**src/rtl/bsc_cfg.svh**
```systemverilog
// constants for the bandwidth switch control block
`ifndef BSC_CFG_SVH
`define BSC_CFG_SVH
`define BSC_N2W_INIT 6'h14
`define BSC_W2N_INIT 6'h28
`define BSC_N2W_LIM 6'h14
`define BSC_W2N_LIM 6'h28
`define BSC_CNT_ONE 6'h01
`define BSC_BR_2400 17'h00960
`define BSC_BR_9600 17'h02580
`define BSC_BR_16400 17'h04010
`define BSC_BR_24400 17'h05f50
`define BSC_FS_32000 17'h07d00
`define BSC_CT_AUDIO 3'h1
`define BSC_CT_INACTIVE 3'h2
`endif

```
**src/rtl/bsc_pkg.sv**
```systemverilog
// types shared by the bandwidth switch control block
package bsc_pkg;
   typedef enum logic [1:0] {
      BSC_NARROWBAND_BAND = 2'b00,
      BSC_WIDEBAND_BAND = 2'b01,
      BSC_SUPER_WIDEBAND = 2'b10,
      BSC_FULL_BAND = 2'b11
   } bsc_band_e;
   typedef enum logic {
      BSC_ALGEBRAIC_CORE = 1'b0,
      BSC_TRANSFORM_EXCITED_CORE = 1'b1
   } bsc_core_e;
   typedef enum logic [1:0] {
      BSC_EXT_NONE = 2'b00,
      BSC_TIME_DOMAIN_EXTENSION = 2'b01,
      BSC_FREQUENCY_DOMAIN_EXTENSION = 2'b10,
      BSC_MDCT_PREDICT = 2'b11
   } bsc_ext_e;
   typedef enum logic [1:0] {
      BSC_PH_IDLE = 2'b00,
      BSC_PH_RATE = 2'b01,
      BSC_PH_MODE = 2'b10
   } bsc_phase_e;
   typedef struct packed {
      bsc_band_e bw;
      logic [16:0] total_br;
      logic [16:0] core_br;
      bsc_core_e core;
      logic [2:0] coder_type;
      logic [16:0] output_sample_rate;
      logic [1:0] int_rate;
      logic ppp_mode;
      logic pf_on;
      logic legacy;
   } bsc_frame_s;
   typedef struct packed {
      logic [5:0] n2w;
      logic [5:0] w2n;
   } bsc_cnt_s;
   typedef struct packed {
      logic reconfig;
      logic apf_resample;
      logic apf_bypass;
      logic apf_fill_mem;
      logic apf_smooth_first;
      logic bpf_mem_clear;
      logic fb_resample_dec;
      logic fb_resample_err;
      logic legacy_clear_uv;
      logic legacy_clear_ext;
      logic bpf_disable;
      logic fpf_disable;
   } bsc_rate_act_s;
   typedef struct packed {
      logic mode_trans;
      logic past_core_resample;
      bsc_ext_e ext_mode;
      logic [5:0] gain_num;
      logic down_active;
      logic up_active;
   } bsc_mode_act_s;
endpackage

```
**src/rtl/bsc_top.sv**
```systemverilog
// frame-level switching control: counters, extension choice, transition actions
`timescale 1ns/1ps
`default_nettype none
`include "bsc_cfg.svh"
module bsc_top (
   input wire logic mclk,
   input wire logic rst,
   input wire logic ce,
   input wire logic frame_stb,
   input wire bsc_pkg::bsc_frame_s frame_in,
   output logic busy,
   output logic rate_stb,
   output bsc_pkg::bsc_rate_act_s rate_act,
   output logic mode_stb,
   output bsc_pkg::bsc_mode_act_s mode_act,
   output logic frame_done,
   output bsc_pkg::bsc_cnt_s cnt
);
   typedef struct packed {
      bsc_pkg::bsc_phase_e phase;
      logic first_n;
      bsc_pkg::bsc_frame_s cur;
      bsc_pkg::bsc_band_e prev_bw;
      logic [16:0] prev_br;
      logic [1:0] prev_int_rate;
      bsc_pkg::bsc_core_e prev_core;
      logic prev_pf_applied;
      logic prev_legacy;
      logic pend_mode_trans;
      logic pend_core_resample;
      logic busy;
      logic rate_stb;
      bsc_pkg::bsc_rate_act_s rate_act;
      logic mode_stb;
      bsc_pkg::bsc_mode_act_s mode_act;
      logic frame_done;
   } bsc_state_s;

   bsc_state_s s_q;
   bsc_state_s s_d;
   logic step;
   bsc_pkg::bsc_ext_e ext_sel;

   function automatic logic bpf_clear_rate(input logic [16:0] br);
      return br == `BSC_BR_9600 || br == `BSC_BR_16400 || br == `BSC_BR_24400;
   endfunction

   // a strobe is taken only when idle; later ones are ignored until done
   assign step = frame_stb && s_q.phase == bsc_pkg::BSC_PH_IDLE;

   bsc_counters u_counters (
      .mclk(mclk),
      .rst(rst),
      .ce(ce),
      .step(step),
      .cur_bw(frame_in.bw),
      .prev_bw(s_q.prev_bw),
      .cur_br(frame_in.total_br),
      .prev_br(s_q.prev_br),
      .cnt_q(cnt)
   );

   bsc_ext_sel u_ext_sel (
      .frame(s_q.cur),
      .w2n(cnt.w2n),
      .ext_mode(ext_sel)
   );

   always_comb begin
      logic rate_sw;
      logic pf_used;
      rate_sw = 1'b0;
      pf_used = 1'b0;
      s_d = s_q;
      s_d.rate_stb = 1'b0;
      s_d.mode_stb = 1'b0;
      s_d.frame_done = 1'b0;
      unique case (s_q.phase)
         bsc_pkg::BSC_PH_IDLE: begin
            if (frame_stb) begin
               // first frame after reset has no history to switch from
               rate_sw = s_q.first_n && frame_in.int_rate != s_q.prev_int_rate;
               s_d.cur = frame_in;
               s_d.busy = 1'b1;
               s_d.rate_stb = 1'b1;
               s_d.rate_act.reconfig = s_q.first_n &&
                  frame_in.total_br != s_q.prev_br;
               s_d.rate_act.apf_resample = rate_sw && s_q.prev_pf_applied;
               s_d.rate_act.apf_bypass = rate_sw && !s_q.prev_pf_applied &&
                  frame_in.pf_on;
               s_d.rate_act.apf_fill_mem = rate_sw && !s_q.prev_pf_applied &&
                  frame_in.pf_on;
               s_d.rate_act.apf_smooth_first = s_q.prev_pf_applied &&
                  !frame_in.pf_on;
               s_d.rate_act.bpf_mem_clear = rate_sw &&
                  bpf_clear_rate(frame_in.total_br);
               s_d.rate_act.fb_resample_dec = rate_sw;
               s_d.rate_act.fb_resample_err = rate_sw;
               s_d.rate_act.legacy_clear_uv = frame_in.legacy && !s_q.prev_legacy;
               s_d.rate_act.legacy_clear_ext = frame_in.legacy && !s_q.prev_legacy;
               s_d.rate_act.bpf_disable = frame_in.legacy && !s_q.prev_legacy;
               s_d.rate_act.fpf_disable = frame_in.legacy && !s_q.prev_legacy;
               // mode work is held back until the rate work has been issued
               s_d.pend_mode_trans = s_q.first_n && frame_in.core != s_q.prev_core;
               s_d.pend_core_resample = rate_sw &&
                  s_q.prev_core == bsc_pkg::BSC_ALGEBRAIC_CORE &&
                  frame_in.core == bsc_pkg::BSC_TRANSFORM_EXCITED_CORE;
               pf_used = frame_in.pf_on && !(rate_sw && !s_q.prev_pf_applied) &&
                  !(frame_in.legacy && !s_q.prev_legacy);
               s_d.prev_pf_applied = pf_used;
               s_d.prev_bw = frame_in.bw;
               s_d.prev_br = frame_in.total_br;
               s_d.prev_int_rate = frame_in.int_rate;
               s_d.prev_core = frame_in.core;
               s_d.prev_legacy = frame_in.legacy;
               s_d.first_n = 1'b1;
               s_d.phase = bsc_pkg::BSC_PH_RATE;
            end
         end
         bsc_pkg::BSC_PH_RATE: begin
            s_d.mode_stb = 1'b1;
            s_d.frame_done = 1'b1;
            s_d.mode_act.mode_trans = s_q.pend_mode_trans;
            s_d.mode_act.past_core_resample = s_q.pend_core_resample;
            s_d.mode_act.ext_mode = ext_sel;
            s_d.mode_act.gain_num = `BSC_W2N_LIM - cnt.w2n;
            s_d.mode_act.down_active = cnt.w2n != '0;
            s_d.mode_act.up_active = cnt.n2w != '0;
            s_d.phase = bsc_pkg::BSC_PH_MODE;
         end
         bsc_pkg::BSC_PH_MODE: begin
            s_d.busy = 1'b0;
            s_d.phase = bsc_pkg::BSC_PH_IDLE;
         end
         default: begin
            s_d.busy = 1'b0;
            s_d.phase = bsc_pkg::BSC_PH_IDLE;
         end
      endcase
   end

   always_ff @(posedge mclk or posedge rst) begin
      if (rst) begin
         s_q <= '0;
      end else if (ce) begin
         s_q <= s_d;
      end
   end

   assign busy = s_q.busy;
   assign rate_stb = s_q.rate_stb;
   assign rate_act = s_q.rate_act;
   assign mode_stb = s_q.mode_stb;
   assign mode_act = s_q.mode_act;
   assign frame_done = s_q.frame_done;
endmodule
`default_nettype wire

```
**src/rtl/bsc_counters.sv**
```systemverilog
// per-frame bandwidth switching counters
`timescale 1ns/1ps
`default_nettype none
`include "bsc_cfg.svh"
module bsc_counters (
   input wire logic mclk,
   input wire logic rst,
   input wire logic ce,
   input wire logic step,
   input wire bsc_pkg::bsc_band_e cur_bw,
   input wire bsc_pkg::bsc_band_e prev_bw,
   input wire logic [16:0] cur_br,
   input wire logic [16:0] prev_br,
   output bsc_pkg::bsc_cnt_s cnt_q
);
   bsc_pkg::bsc_cnt_s cnt_d;

   // both counters stepped in order; the second sees the first's result
   function automatic bsc_pkg::bsc_cnt_s cnt_next(input bsc_pkg::bsc_cnt_s c,
         input bsc_pkg::bsc_band_e cur, input bsc_pkg::bsc_band_e prv,
         input logic [16:0] br, input logic [16:0] pbr);
      bsc_pkg::bsc_cnt_s r;
      r = c;
      if (r.n2w >= `BSC_N2W_LIM) begin
         r.n2w = '0;
      end else if (cur == bsc_pkg::BSC_SUPER_WIDEBAND && br > `BSC_BR_9600 &&
            prv == bsc_pkg::BSC_WIDEBAND_BAND && pbr <= `BSC_BR_9600) begin
         r.n2w = r.n2w + `BSC_CNT_ONE;
      end else if (r.n2w != '0) begin
         if (cur < prv) begin
            r.w2n = ((`BSC_N2W_LIM - r.n2w) << 1) - `BSC_CNT_ONE;
            r.n2w = '0;
         end else begin
            r.n2w = (cur == bsc_pkg::BSC_SUPER_WIDEBAND) ? r.n2w + `BSC_CNT_ONE : '0;
            r.w2n = '0;
         end
      end
      if (r.w2n >= `BSC_W2N_LIM) begin
         r.w2n = '0;
      end else if (br <= `BSC_BR_9600 && pbr > `BSC_BR_9600 && cur < prv &&
            cur == bsc_pkg::BSC_WIDEBAND_BAND) begin
         r.w2n = r.w2n + `BSC_CNT_ONE;
      end else if (r.w2n != '0) begin
         if (cur > prv) begin
            r.n2w = (`BSC_W2N_LIM - r.w2n) >> 1;
            r.w2n = '0;
         end else begin
            r.w2n = (cur == bsc_pkg::BSC_WIDEBAND_BAND) ? r.w2n + `BSC_CNT_ONE : '0;
            r.n2w = '0;
         end
      end
      return r;
   endfunction

   always_comb begin
      cnt_d = cnt_q;
      if (step) begin
         cnt_d = cnt_next(cnt_q, cur_bw, prev_bw, cur_br, prev_br);
      end
   end

   always_ff @(posedge mclk or posedge rst) begin
      if (rst) begin
         cnt_q <= {`BSC_N2W_INIT, `BSC_W2N_INIT};
      end else if (ce) begin
         cnt_q <= cnt_d;
      end
   end
endmodule
`default_nettype wire

```
**src/rtl/bsc_ext_sel.sv**
```systemverilog
// upper band regeneration choice during a wide-to-narrow transition
`timescale 1ns/1ps
`default_nettype none
`include "bsc_cfg.svh"
module bsc_ext_sel (
   input wire bsc_pkg::bsc_frame_s frame,
   input wire logic [5:0] w2n,
   output bsc_pkg::bsc_ext_e ext_mode
);
   logic common;

   always_comb begin
      common = frame.core == bsc_pkg::BSC_ALGEBRAIC_CORE &&
         frame.output_sample_rate >= `BSC_FS_32000 &&
         frame.bw > bsc_pkg::BSC_NARROWBAND_BAND && w2n != '0 && !frame.ppp_mode;
      if (frame.core == bsc_pkg::BSC_TRANSFORM_EXCITED_CORE && w2n != '0) begin
         ext_mode = bsc_pkg::BSC_MDCT_PREDICT;
      end else if (common && frame.coder_type != `BSC_CT_AUDIO &&
            frame.coder_type != `BSC_CT_INACTIVE && frame.core_br > `BSC_BR_2400) begin
         ext_mode = bsc_pkg::BSC_TIME_DOMAIN_EXTENSION;
      end else if (common) begin
         ext_mode = bsc_pkg::BSC_FREQUENCY_DOMAIN_EXTENSION;
      end else begin
         ext_mode = bsc_pkg::BSC_EXT_NONE;
      end
   end
endmodule
`default_nettype wire

```
**config.mk**
```make
export PLATFORM = sky130hd
export DESIGN_NAME = bsc_top
export DESIGN_NICKNAME = d
export VERILOG_FILES = /design/src/rtl/bsc_pkg.sv /design/src/rtl/bsc_top.sv /design/src/rtl/bsc_counters.sv /design/src/rtl/bsc_ext_sel.sv
export VERILOG_INCLUDE_DIRS = /design/src /design/src/rtl
export SDC_FILE = /design/constraint.sdc
export NUM_CORES = 1
export LEC_CHECK = 0
export ABC_AREA = 1
export BUFFER_PORTS_ARGS = -buffer_cell sky130_fd_sc_hd__buf_2
export CORE_ASPECT_RATIO = 0.75
export CORE_UTILIZATION = 50
export DETAILED_ROUTE_END_ITERATION = 6
export PLACE_DENSITY = 0.74
export SYNTH_ARGS = -nofsm -noshare
export SYNTH_HDL_FRONTEND = slang
export SYNTH_SLANG_ARGS = --single-unit
export TNS_END_PERCENT = 5
```
**constraint.sdc**
```tcl
create_clock -name mclk -period 3.4 [get_ports mclk]
set_input_delay 0.68 -clock mclk [delete_from_list [all_inputs] [get_ports mclk]]
set_output_delay 0.68 -clock mclk [all_outputs]
set_load 0.02 [all_outputs]
```
==> flow_summary.toml <==
[sta]
tns_ps = 0
period_needed_ps = 2750
tightest_slew_ps = 876
finalCritPeriodShare_pct = 80.8
skew_ps = 4.86
rsz0062_at_grt = "no"
slew_violations = 0
finalSetupViolCount = 0
relSlewSlack_pct = 41.5
hold_viol_final = 0
max_freq_mhz = 364
holdWs_ps = 440
fin_ws_ps = 653

[setup_path]
cp.required_ps = 3580
path_max_fanout = 10
rrSetupSlack_ps = 650
startpoint_type = "flop"
crit_path_end_kind = "flop"
crit_type = "flop to flop"
arrival_ps = 2930

[global_route]
grt_pass1_vias = 4270
grt-ovfl-total = 0
antenna_found_initial = 0
groute.usage.overall_pct = 23.2
grt_pass1_wl_um = 20300
grt_start_max_net_pins = 93

[layout]
postLayoutCellArea_um2 = 6000
area_growth_pct = 13.7
final_cells = 893
layout-drive-gt1-share_pct = 21.8
final_util_pct = 58.3
fillers = 939
final_nets = 828
diodes = 0

[floorplanning]
num_io_pins = 106
num_rows = 32
coreArea_um2 = 10300
die_y_um = 91.0
start_util_pct = 51.3
dieArea_um2 = 11000
fp.dieW_um = 121

[routing]
drt_iter0_drc = 350
vias_per_cell = 5.12
drc = 0
vias = 4576
avgRoutedWirePerCell_um = 13.2
first_pass_iters = 5
routed_wl_um = 11800
drtAntennaViolNets = 0

[logic_synthesis]
syn_area_um2 = 5280
synthesis.nets = 762
synth_top_area_cell = "dfrtp_1"
avgSynthCellArea_um2 = 7.69
yosysWarnings = 0
synthTopCellsByArea = "dfrtp_1 42%, nand2_1 17%, inv_1 3.8%"
netlist_instances = 686
ys_seq_elements = 93
ys.flop_type = "dfrtp_1"
synth_top_area_share_pct = 42.2
synth_edf_count = 0
synthArstFlopShare_pct = 100
ys_types = 42
ys_top_cells_by_count = "243 x nand2_1, 89 x dfrtp_1, 53 x inv_1"
ys_seq_area_share_pct = 44.2
synth_most_common_cell = "nand2_1"

[cts]
root_buffer = "clkbuf_16"
cts_setup_buffers = 0
hold_buffers = 0
clk_pin_slew_ps = 60
clock_sinks = 93
cts.htree.levels = 3
cts_tree = "yes"
clockBufferDepth = 2
clock_latency_ps = 340
cts_buffers = 9
cts_resized = 0

[flow_run]
cap_violations = 0

[placement]
gp_congestion = 0.924
dp.cells = 877
place_area_um2 = 5700
dpl_worst_slack_ps = 607
io_buffer_count = 97
hpwl_um = 8640

[pwr]
power_mw = 4.84
peakVddDrop_uv = 400
power_leakage_nw = 3.19
p_per_area_nw_per_um2 = 807

[run_status]
outcome = "complete, no violations"

[worst_hold_path]
hold_class = "input pin to async pin"
registers in the layout, indices dropped and copies added, names as in the netlist:
name / count
busy: 1
mode_act: 12
s_q: 59
rate_stb: 1
u_counters.cnt_q: 12
mode_stb: 1
rate_act: 7
worst max-delay path, cell delays in order, from the launching register on:
cell	delay [ps]
dfstp_2	660
inv_1	120
ha_1	220
a31oi_2	420
inv_1	230
nand4_1	200
nand2_4	110
nor2_2	130
nand3_2	120
nand2_1	70
nand2_1	100
nand2_2	120
o22ai_1	90
final timing paths:
check                                           startpoint                               end  cells past startpoint
max                        u_counters.cnt_q[8]$_DFFE_PP1P_   u_counters.cnt_q[4]$_DFFE_PP0P_                     12
min                                                    rst               s_q[67]$_DFFE_PP0P_                      2
max reg2reg                u_counters.cnt_q[8]$_DFFE_PP1P_   u_counters.cnt_q[4]$_DFFE_PP0P_                     12
min reg2reg                           s_q[116]$_DFFE_PP0P_              s_q[116]$_DFFE_PP0P_                      2
max in group asynchronous                              rst  u_counters.cnt_q[10]$_DFFE_PP1P_                      3
min in group mclk                     s_q[116]$_DFFE_PP0P_              s_q[116]$_DFFE_PP0P_                      2
kinds of logic (layout without fill, tap and decap cells):
group                      after synthesis  in the layout  synth area share, %
AOI/OAI and AO/OA                       78             78                 8.68
xor gates and xnor gates                28             28                 4.65
adders and majority gates               10             10                 2.37
buffers and inverters                  108            179                 9.51
DFF                                     93             93                 44.2
and+or+nand+nor                        369            369                 30.6
power by group:
part           internal (mW)  leakage [nW]  switching [mW]
clock                  0.589         0.149           0.420
combinational          0.749          1.88            1.33
sequential              1.46          1.16           0.290
total                   2.80          3.19            2.04
final cells by class:
cell class              instances  area (µm²)  area share [%]
clock inverters                 6        61.3            1.02
flip-flops and latches         93        2330            38.9
well taps                     136         170            2.84
inverters                      62         234            3.90
repair buffers                101         515            8.59
multi-input cells             485        2450            40.8
clock buffers                  10         239            3.98
metal layers:
| metal | up-vias | part of all wire [%] | routed length, µm | track usage [%] |
|---|---|---|---|---|
| met4 | 0 | 0.93 | 110 | 5.45 |
| met1 | 2084 | 49 | 5740 | 32.6 |
| met2 | 181 | 43 | 5100 | 36.2 |
| met5 | - | 0 | 0 | 0 |
| met3 | 13 | 7.1 | 840 | 5.72 |
| li1 | 2298 | - | - | - |
placed cells by master (no fill, tap or decap), drive strengths merged:
cell type	instances
nand2	257
nand4	16
a32oi	1
o22ai	3
clkinvlp	1
nor3	7
nor2	42
xor2	15
bufinv	1
buf	101
nor4	1
a22oi	3
dfrtp	89
xnor2	13
o211ai	1
or2	8
a31oi	1
ha	10
clkinv	4
a21oi	11
clkbuf	10
nand3	35
o41ai	3
o31ai	2
or4	1
a32o	1
a21boi	2
o21ai	48
inv	62
o211a	1
a2111oi	1
nand3b	2
dfstp	4
Power figures use the tool's default switching activity.
